===== config.mk =====
export PLATFORM = sky130hd
export DESIGN_NAME = sbtc_top
export DESIGN_NICKNAME = d
export VERILOG_FILES = /design/src/include/sbtc_pkg.sv /design/src/rtl/sbtc_prescale.sv /design/src/rtl/sbtc_sync.sv /design/src/rtl/sbtc_top.sv
export VERILOG_INCLUDE_DIRS = /design/src /design/src/include
export SDC_FILE = /design/constraint.sdc
export NUM_CORES = 1
export LEC_CHECK = 0
export ABC_AREA = 1
export BUFFER_PORTS_ARGS = -buffer_cell sky130_fd_sc_hd__buf_2
export CAP_MARGIN = 20
export CORE_ASPECT_RATIO = 1.2
export CORE_MARGIN = 2
export CORE_UTILIZATION = 50
export DETAILED_ROUTE_END_ITERATION = 8
export HOLD_SLACK_MARGIN = 0.02
export PLACE_DENSITY = 0.79
export SYNTH_ARGS = -nofsm -noshare
export SYNTH_HDL_FRONTEND = slang
export SYNTH_SLANG_ARGS = --single-unit

===== constraint.sdc =====
create_clock -name clk_i -period 2.2 [get_ports clk_i]
set_input_delay 0 -clock clk_i [delete_from_list [all_inputs] [get_ports clk_i]]
set_output_delay 0 -clock clk_i [all_outputs]
set_load 0.05 [all_outputs]

===== src/include/sbtc_cfg.svh =====
// Summary of operation
// - count only while run enable is set
// - internal source counts once per instruction cycle
// - external source counts rising edges of pin
// - sync bypass bit picks synchronised or raw
// - wide mode maps high address to buffer
// - low read in wide mode copies high
// - low write in wide mode loads high
// - wide mode: high byte only via buffer
// - low byte write, or trigger outside async external mode, clears prescaler
// - status flag shows aux-clocked system
// - oscillator enable bit runs aux oscillator
// - enabled counter forces pins input, reads zero
// - aux oscillator keeps running in power modes
// - clock select 01 runs system from aux
// - config bit selects low-power oscillator level
// - count wraps ffff to 0, sets flag
// - trigger clears count except in async external mode, writes win over it
`ifndef SBTC_CFG_SVH
`define SBTC_CFG_SVH

// -----------------------------------------------------------------
// register byte offsets
// -----------------------------------------------------------------
`define SBTC_ADR_CONTROL 8'h00
`define SBTC_ADR_LOW 8'h04
`define SBTC_ADR_HIGH 8'h08
`define SBTC_ADR_CLKSEL 8'h0c
`define SBTC_ADR_STATUS 8'h10

// -----------------------------------------------------------------
// control field positions and reset values
// -----------------------------------------------------------------
`define SBTC_BIT_RUN 0
`define SBTC_BIT_SRC 1
`define SBTC_BIT_SYNCB 2
`define SBTC_BIT_OSCEN 3
`define SBTC_BIT_PS_LO 4
`define SBTC_BIT_PS_HI 5
`define SBTC_BIT_STAT 6
`define SBTC_BIT_WIDE 7
`define SBTC_BIT_OVF 0
`define SBTC_CONTROL_RST 8'h00
`define SBTC_CONTROL_WMASK 8'hbf
`define SBTC_CLKSEL_RST 2'h0
`define SBTC_CLKSEL_AUX 2'h1
`define SBTC_COUNT_RST 16'h0000
`define SBTC_COUNT_MAX 16'hffff

// -----------------------------------------------------------------
// timing: instruction cycle is four oscillator clocks
// -----------------------------------------------------------------
`define SBTC_INSTR_LAST 2'h3

`endif


===== src/include/sbtc_pkg.sv =====
`default_nettype none

package sbtc_pkg;

   // one wishbone request as seen by the slave
   typedef struct packed {
      logic [7:0] adr;
      logic we;
      logic [3:0] sel;
      logic [31:0] dat;
   } sbtc_wb_req_t;

   // bus slave handshake states
   typedef enum logic [1:0] {
      SBTC_BUS_IDLE = 2'b01,
      SBTC_BUS_ACK = 2'b10
   } sbtc_bus_state_t;

endpackage

`default_nettype wire


===== src/rtl/sbtc_prescale.sv =====
`timescale 1ns/1ps
`default_nettype none
`include "sbtc_cfg.svh"

// input prescaler: passes one of every 1, 2, 4 or 8 pulses
module sbtc_prescale (
   input wire logic clk_i,
   input wire logic rst_i,
   input wire logic clr_i,
   input wire logic [1:0] sel_i,
   input wire logic pulse_i,
   output logic tick_o
);

   logic [2:0] cnt_reg;

   // last count value before a tick for each ratio code
   function automatic logic [2:0] ratio_last(input logic [1:0] sel);
      unique case (sel)
         2'h0: ratio_last = 3'h0;
         2'h1: ratio_last = 3'h1;
         2'h2: ratio_last = 3'h3;
         2'h3: ratio_last = 3'h7;
      endcase
   endfunction

   // tick on the pulse that completes the ratio
   assign tick_o = pulse_i & (cnt_reg >= ratio_last(sel_i)) & ~clr_i;

   // count pulses, wrap at the ratio, clear on request
   always_ff @(posedge clk_i) begin
      if (rst_i) begin
         cnt_reg <= 3'h0;
      end else if (clr_i) begin
         cnt_reg <= 3'h0;
      end else if (tick_o) begin
         cnt_reg <= 3'h0;
      end else if (pulse_i) begin
         cnt_reg <= cnt_reg + 3'h1;
      end
   end
endmodule

`default_nettype wire


===== src/rtl/sbtc_sync.sv =====
`timescale 1ns/1ps
`default_nettype none

// two-flop synchroniser for the two oscillator / count pins
module sbtc_sync (
   input wire logic clk_i,
   input wire logic rst_i,
   input wire logic [1:0] pins_i,
   output logic [1:0] pins_o
);

   logic [1:0] meta_reg;

   // first stage feeds only the second stage
   always_ff @(posedge clk_i) begin
      if (rst_i) begin
         meta_reg <= 2'h0;
         pins_o <= 2'h0;
      end else begin
         meta_reg <= pins_i;
         pins_o <= meta_reg;
      end
   end

endmodule

`default_nettype wire


===== src/rtl/sbtc_top.sv =====
`timescale 1ns/1ps
`default_nettype none
`include "sbtc_cfg.svh"

// 16-bit timer / counter with wishbone register access
module sbtc_top (
   input wire logic clk_i,
   input wire logic rst_i,
   input wire logic wb_cyc_i,
   input wire logic wb_stb_i,
   input wire logic wb_we_i,
   input wire logic [7:0] wb_adr_i,
   input wire logic [3:0] wb_sel_i,
   input wire logic [31:0] wb_dat_i,
   output logic wb_ack_o,
   output logic [31:0] wb_dat_o,
   input wire logic aux_osc_input_pin_i,
   input wire logic external_count_input_i,
   input wire logic special_event_i,
   input wire logic sleep_i,
   input wire logic aux_osc_low_power_cfg_i,
   input wire logic [1:0] port_c_direction_i,
   output logic aux_osc_output_pin_o,
   output logic aux_osc_output_pin_oe_n_o,
   output logic aux_osc_low_power_o,
   output logic sysclk_from_aux_o,
   output logic overflow_flag_o,
   output logic [1:0] port_c_read_o,
   output logic [1:0] port_c_oe_n_o
);

   // -----------------------------------------------------------------
   // declarations
   // -----------------------------------------------------------------
   sbtc_pkg::sbtc_wb_req_t req;
   sbtc_pkg::sbtc_bus_state_t bus_state_reg;
   logic bus_go;
   logic wr_lane;
   logic rd_go;
   logic wr_ctrl;
   logic wr_low;
   logic wr_high;
   logic wr_clksel;
   logic clr_ovf;
   logic [7:0] control_reg;
   logic [1:0] clksel_reg;
   logic [15:0] cnt_reg;
   logic [7:0] buf_reg;
   logic [1:0] instr_cnt_reg;
   logic instr_en;
   logic [1:0] pins_q;
   logic src_pin;
   logic src_prev_reg;
   logic rise;
   logic pending_reg;
   logic pulse;
   logic tick;
   logic trig_eff;
   logic inc_take;
   logic ovf_set;
   logic run;
   logic ext_src;
   logic bypass;
   logic wide;
   logic [31:0] rd_data;

   // match a word-aligned register offset
   function automatic logic reg_hit(input logic [7:0] adr, input logic [7:0] off);
      reg_hit = (adr[7:2] == off[7:2]);
   endfunction

   // -----------------------------------------------------------------
   // wishbone slave
   // -----------------------------------------------------------------
   assign req = {wb_adr_i, wb_we_i, wb_sel_i, wb_dat_i};
   assign bus_go = (bus_state_reg == sbtc_pkg::SBTC_BUS_IDLE) & wb_cyc_i & wb_stb_i;
   assign wr_lane = bus_go & req.we & req.sel[0];
   assign rd_go = bus_go & ~req.we;
   assign wr_ctrl = wr_lane & reg_hit(req.adr, `SBTC_ADR_CONTROL);
   assign wr_low = wr_lane & reg_hit(req.adr, `SBTC_ADR_LOW);
   assign wr_high = wr_lane & reg_hit(req.adr, `SBTC_ADR_HIGH);
   assign wr_clksel = wr_lane & reg_hit(req.adr, `SBTC_ADR_CLKSEL);
   assign clr_ovf = wr_lane & reg_hit(req.adr, `SBTC_ADR_STATUS) & req.dat[`SBTC_BIT_OVF];

   // one ack per request, dropped the cycle after
   always_ff @(posedge clk_i) begin
      if (rst_i) begin
         bus_state_reg <= sbtc_pkg::SBTC_BUS_IDLE;
      end else begin
         unique case (bus_state_reg)
            sbtc_pkg::SBTC_BUS_IDLE: begin
               if (bus_go) begin
                  bus_state_reg <= sbtc_pkg::SBTC_BUS_ACK;
               end
            end
            sbtc_pkg::SBTC_BUS_ACK: begin
               bus_state_reg <= sbtc_pkg::SBTC_BUS_IDLE;
            end
            default: begin
               bus_state_reg <= sbtc_pkg::SBTC_BUS_IDLE;
            end
         endcase
      end
   end

   // ack flop mirrors the accepting edge
   always_ff @(posedge clk_i) begin
      if (rst_i) begin
         wb_ack_o <= 1'b0;
      end else begin
         wb_ack_o <= bus_go;
      end
   end

   // read mux; high address goes to buffer in wide mode
   always_comb begin
      rd_data = 32'h0;
      if (reg_hit(req.adr, `SBTC_ADR_CONTROL)) begin
         rd_data[7:0] = {control_reg[7], sysclk_from_aux_o, control_reg[5:0]};
      end else if (reg_hit(req.adr, `SBTC_ADR_LOW)) begin
         rd_data[7:0] = cnt_reg[7:0];
      end else if (reg_hit(req.adr, `SBTC_ADR_HIGH)) begin
         rd_data[7:0] = wide ? buf_reg : cnt_reg[15:8];
      end else if (reg_hit(req.adr, `SBTC_ADR_CLKSEL)) begin
         rd_data[1:0] = clksel_reg;
      end else if (reg_hit(req.adr, `SBTC_ADR_STATUS)) begin
         rd_data[`SBTC_BIT_OVF] = overflow_flag_o;
      end
   end

   // read data captured on the accepting edge
   always_ff @(posedge clk_i) begin
      if (rst_i) begin
         wb_dat_o <= 32'h0;
      end else if (rd_go) begin
         wb_dat_o <= rd_data;
      end
   end

   // -----------------------------------------------------------------
   // control and clock select registers
   // -----------------------------------------------------------------
   assign run = control_reg[`SBTC_BIT_RUN];
   assign ext_src = control_reg[`SBTC_BIT_SRC];
   assign bypass = control_reg[`SBTC_BIT_SYNCB];
   assign wide = control_reg[`SBTC_BIT_WIDE];

   // status bit is read-only and never stored
   always_ff @(posedge clk_i) begin
      if (rst_i) begin
         control_reg <= `SBTC_CONTROL_RST;
      end else if (wr_ctrl) begin
         control_reg <= req.dat[7:0] & `SBTC_CONTROL_WMASK;
      end
   end

   // system clock source select
   always_ff @(posedge clk_i) begin
      if (rst_i) begin
         clksel_reg <= `SBTC_CLKSEL_RST;
      end else if (wr_clksel) begin
         clksel_reg <= req.dat[1:0];
      end
   end

   // system runs from aux oscillator when select is 01
   always_ff @(posedge clk_i) begin
      if (rst_i) begin
         sysclk_from_aux_o <= 1'b0;
      end else begin
         sysclk_from_aux_o <= (clksel_reg == `SBTC_CLKSEL_AUX);
      end
   end

   // -----------------------------------------------------------------
   // count sources
   // -----------------------------------------------------------------
   sbtc_sync u_sync (
      .clk_i(clk_i),
      .rst_i(rst_i),
      .pins_i({external_count_input_i, aux_osc_input_pin_i}),
      .pins_o(pins_q)
   );

   // instruction cycle enable, stopped in sleep
   always_ff @(posedge clk_i) begin
      if (rst_i) begin
         instr_cnt_reg <= 2'h0;
      end else begin
         instr_cnt_reg <= instr_cnt_reg + 2'h1;
      end
   end
   assign instr_en = (instr_cnt_reg == `SBTC_INSTR_LAST) & ~sleep_i;

   // oscillator input when enabled, else external count pin
   assign src_pin = control_reg[`SBTC_BIT_OSCEN] ? pins_q[0] : pins_q[1];

   // rising edge detector on the selected pin
   always_ff @(posedge clk_i) begin
      if (rst_i) begin
         src_prev_reg <= 1'b0;
      end else begin
         src_prev_reg <= src_pin;
      end
   end
   assign rise = src_pin & ~src_prev_reg;

   // synchronised mode holds an edge until the next instruction cycle
   always_ff @(posedge clk_i) begin
      if (rst_i) begin
         pending_reg <= 1'b0;
      end else begin
         pending_reg <= rise | (pending_reg & ~instr_en);
      end
   end

   // pick the count pulse for the selected mode
   assign pulse = run & (ext_src ? (bypass ? rise : (pending_reg & instr_en)) : instr_en);

   sbtc_prescale u_prescale (
      .clk_i(clk_i),
      .rst_i(rst_i),
      .clr_i(wr_low | trig_eff),
      .sel_i(control_reg[`SBTC_BIT_PS_HI:`SBTC_BIT_PS_LO]),
      .pulse_i(pulse),
      .tick_o(tick)
   );

   // -----------------------------------------------------------------
   // counter, high byte buffer, overflow flag
   // -----------------------------------------------------------------
   assign trig_eff = special_event_i & ~(ext_src & bypass);
   assign inc_take = tick & ~wr_low & ~(wr_high & ~wide) & ~trig_eff;
   assign ovf_set = inc_take & (cnt_reg == `SBTC_COUNT_MAX);

   // writes beat the trigger, the trigger beats counting
   always_ff @(posedge clk_i) begin
      if (rst_i) begin
         cnt_reg <= `SBTC_COUNT_RST;
      end else if (wr_low) begin
         cnt_reg <= {wide ? buf_reg : cnt_reg[15:8], req.dat[7:0]};
      end else if (wr_high & ~wide) begin
         cnt_reg[15:8] <= req.dat[7:0];
      end else if (trig_eff) begin
         cnt_reg <= `SBTC_COUNT_RST;
      end else if (inc_take) begin
         cnt_reg <= cnt_reg + 16'h0001;
      end
   end

   // in wide mode, buffer takes high writes and snapshots on low reads
   always_ff @(posedge clk_i) begin
      if (rst_i) begin
         buf_reg <= 8'h00;
      end else if (wr_high & wide) begin
         buf_reg <= req.dat[7:0];
      end else if (rd_go & wide & reg_hit(req.adr, `SBTC_ADR_LOW)) begin
         buf_reg <= cnt_reg[15:8];
      end
   end

   // sticky overflow, write 1 clears, set wins
   always_ff @(posedge clk_i) begin
      if (rst_i) begin
         overflow_flag_o <= 1'b0;
      end else begin
         overflow_flag_o <= ovf_set | (overflow_flag_o & ~clr_ovf);
      end
   end

   // -----------------------------------------------------------------
   // pins and oscillator control
   // -----------------------------------------------------------------
   // oscillator amplifier runs on its enable alone, not on sleep
   always_ff @(posedge clk_i) begin
      if (rst_i) begin
         aux_osc_output_pin_o <= 1'b0;
         aux_osc_output_pin_oe_n_o <= 1'b1;
         aux_osc_low_power_o <= 1'b0;
      end else begin
         aux_osc_output_pin_o <= control_reg[`SBTC_BIT_OSCEN] & ~pins_q[0];
         aux_osc_output_pin_oe_n_o <= ~control_reg[`SBTC_BIT_OSCEN];
         aux_osc_low_power_o <= aux_osc_low_power_cfg_i;
      end
   end

   // enabled counter forces both pins to inputs reading zero
   always_ff @(posedge clk_i) begin
      if (rst_i) begin
         port_c_read_o <= 2'h0;
         port_c_oe_n_o <= 2'h3;
      end else begin
         port_c_read_o <= run ? 2'h0 : pins_q;
         port_c_oe_n_o <= run ? 2'h3 : port_c_direction_i;
      end
   end
endmodule

`default_nettype wire


==> metrics.md <==
| Metric | Value |
|---|---|
| Die Wd | between 80 and 90 um |
| Post-Synth XOR/XNOR Area | 0.01918 |
| Mapped Avg Cell Area | approximately 7 um^2 |
| Mapped Cells | 532 |
| Hold WC Path Type | in -> reg |
| Initial core utilization | 0.5112 |
| H-tree Lvls | 3 |
| Register area share after synthesis | 0.3507 |
| Crit Path Max Fanout | 7 |
| Via density | 5.219 |
| Aggregate routed wire length | 9.565 mm |
| DIE HEIGHT | 97.64 um |
| NetSw | 795.5 uW |
| Initial antenna violation count | 0 |
| CP arrival | 2.25 ns |
| Die footprint | 0.008010 mm^2 |
| GP Congestion | 0.9858 |
| TritonCTS clock tree | yes |
| Max_cap viols | 0 |
| Final hold violations | 0 |
| Largest net degree at the start of global routing | 31 |
| Tmin final | 1.996 ns |
| Routed len/inst | roughly 14 um |
| Async S/R FF share, synth | 0 |
| CP Data Required Time | 2.45 ns |
| DRT antenna net count | 0 |
| GRT overflow | 0 |
| Setup_tns | 0 ns |
| Largest register FFs | 16 |
| Residual DRC count | 0 |
| Compound-gate portion of the synthesized area | 0.1795 |
| Max-slew violation count | 0 |
| Layout cells sized above 1 | 0.1653 |
| Slowest stage delay, CP | 0.36 ns |
| Crit path launch type | register |
| Power density cells | 598.7 mW/mm^2 |
| Primary FF master, synth | dfxtp_1 |
| R2r setup slk | between 0.2 and 0.25 ns |
| CTS Buf Count | 9 |
| Largest buffer count on any clock path | 2 |
| Final setup violation count | 0 |
| CP Capture Type | register |
| Multiplexer share of the synthesized area | 0 |
| Cell Rows | 34 |
| Slew at the pin closest to its max-slew limit | about 0.53 ns |
| Global-route wire length before repair | between 15 and 20 mm |
| Max Fclk | 501.1 MHz |
| Mapped cell area | between 0.003 and 0.004 mm^2 |
| Root Driver | clkbuf_8 |
| Number of global-route vias before repair | 3365 |
| Area of the multi-input gates | just under 0.002 mm^2 |
| Switching Share | 0.3187 |
| Worst path slowest cell | dfxtp_1 |
| Synth Area in Simple Gates | 0.2877 |
| Part of the power in registers | 0.493 |
| DRT iter0 DRCs | roughly 300 |
| Status | complete, no violations |
| Largest family of logic cells by synthesized area | simple AND/OR/NAND/NOR gates |
| FF+latch area | 0.001281 mm^2 |
| # placed instances | 658 |
| DP Wirelength | about 7.1 mm |
| Post-CTS Resized | 0 |
| Post-route design area | 0.004169 mm^2 |
| Post-route insts no fill | slightly below 700 |
| Fin crit share | 0.9071 |
| Clk_lat worst skew | approximately 0.35 ns |
| Final core utilization | 0.5833 |
| Crit Path Category | reg -> reg |
| Post-synth EDFFs | 0 |
| Clock slew at reported path FFs | 0.07 ns |
| Pre-antenna DRT Iters | 6 |
| Max Clock Skew | 0.006554 ns |
| Yosys warns | 0 |
| Syn-to-layout area delta | 14.11% |
| Max VDD drop | 0.3379 mV |
| Rel. slew slack | 0.6495 |
| IO Pins | 98 |
| TritonCTS Sinks | 64 |
| Crit-path most repeated cell | nand2_1 |
| Combinational power share | 0.152 |
| Cell Chain, Critical Path | or2_2, ha_1, nand3_1, o211ai_1, nand3_2, a21oi_4, buf_4, nand2_1, nand2_1, nor2_1 |
| Synth cell types | 39 |
| RSZ-0062 raised after global routing | false |
| Internal | around 1.7 mW |
| Fill count | 714 |
| Clock share of power | 0.355 |
| Layout Nets | 656 |
| Gr usage total | 0.2524 |
| Core Region | 0.007147 mm^2 |
| Leak | 1.983 nW |
| Placed Area | 0.003862 mm^2 |
| Adder-Cell Fraction of Synth Area | 0.02055 |
| Synthesized flop and latch total | 64 |
| Ant diodes | 0 |
| # port buffers | 44 |
| DR vias | 3596 |
cell usage in the layout, fill, tap and decap left out, types with 4 or more instances in the layout:
cell type	netlist	routed
nand2_1	101	101
nor2_1	78	78
dfxtp_1	64	64
inv_1	62	62
buf_2	3	44
a21oi_1	43	43
o21ai_0	33	33
conb_1	1	24
nand3_1	16	16
dlygate4sd3_1	0	12
nand4_1	10	10
o21bai_1	10	10
or2_2	9	9
clkbuf_8	0	9
buf_4	24	9
o21ai_1	8	8
a22oi_1	7	7
o22ai_1	7	7
ha_1	6	6
xor2_1	5	5
nor2_2	4	4
clkinv_2	0	4
final cells by class:
| type | count | area share |
|---|---|---|
| tap | 90 | 0.02701 |
| clock buffer | 10 | 0.03061 |
| sequential | 64 | 0.3073 |
| clock inverter | 6 | 0.008703 |
| multi-input combinational | 385 | 0.4658 |
| timing repair buffer | 65 | 0.09784 |
| inverter | 69 | 0.06273 |
kinds of logic (layout without fill, tap and decap cells):
group                    Yosys count  after routing
AND/OR/NAND/NOR                  232            232
AO/OA/AOI/OAI                    115            115
buffers and inverters            106            150
flip-flops                        64             64
XOR/XNOR                           8              8
adder cells (fa/ha/maj)            6              6
other                              1             24
power by group through the flow:
stage	combinational (mW)	clock, mW	sequential (mW)
2_1_floorplan	0.273	0	1.28
3_3_place_gp	0.347	0	1.25
3_5_place_dp	0.355	0	1.26
4_1_cts	0.372	0.898	1.23
5_1_grt	0.413	0.948	1.23
6_report	0.378	0.887	1.23
per-layer routing:
metal,GRT usage,wire (um)
met1,0.3013,3908
met5,0,0
met2,0.4246,4867
met3,0.05204,566
met4,0.1128,224
worst max-delay path: cells and delay by family, from the launching register on:
kind | cells | cell delay [ns]
AOI/OAI and AO/OA | 2 | 0.36
buffers and inverters | 1 | 0.17
adders and majority gates | 1 | 0.27
and+or+nand+nor | 6 | 0.74
DFF | 1 | 0.36
timing repair:
item,4_1_cts,5_1_grt
hold endpoints to repair,13,0
setup buffers,0,3
hold buffers,12,0
endpoints found under the setup margin,0,8
worst paths after layout:
check | cells past startpoint | endpoint | from
max | 10 | cnt_reg[6] | control_reg[5]
min | 3 | clksel_reg[0] | wb_dat_i[0]
max reg2reg | 10 | cnt_reg[6] | control_reg[5]
min reg2reg | 2 | u_sync.pins_o[0] | u_sync.meta_reg[0]
metrics by stage:
| stage | power [mW] | hold WS (ns) | setup WS, ns |
|---|---|---|---|
| floorplan | 1.556 | 0.1066 | 0.4047 |
| global placement | 1.602 | 0.1887 | 0.2424 |
| detailed placement | 1.612 | 0.1935 | 0.1252 |
| CTS | 2.500 | 0.02089 | 0.1143 |
| global route | 2.596 | 0.02770 | 0.08474 |
| finish | 2.496 | 0.02896 | 0.2044 |
cells in the mapped netlist, types with 4 or more instances:
| cell type | count | share of area |
|---|---|---|
| a22oi_1 | 7 | 0.014 |
| inv_1 | 62 | 0.064 |
| o21ai_0 | 33 | 0.045 |
| dfxtp_1 | 64 | 0.35 |
| a21oi_1 | 43 | 0.059 |
| nand2_1 | 101 | 0.10 |
| clkbuf_1 | 5 | 0.0051 |
| o22ai_1 | 7 | 0.012 |
| or2_2 | 9 | 0.015 |
| o21bai_1 | 10 | 0.021 |
| xor2_1 | 5 | 0.012 |
| o21ai_1 | 8 | 0.011 |
| nor2_2 | 4 | 0.0068 |
| buf_4 | 24 | 0.049 |
| nor2_1 | 78 | 0.080 |
| nand3_1 | 16 | 0.022 |
| nand4_1 | 10 | 0.017 |
| ha_1 | 6 | 0.021 |
Power figures use the tool's default switching activity.
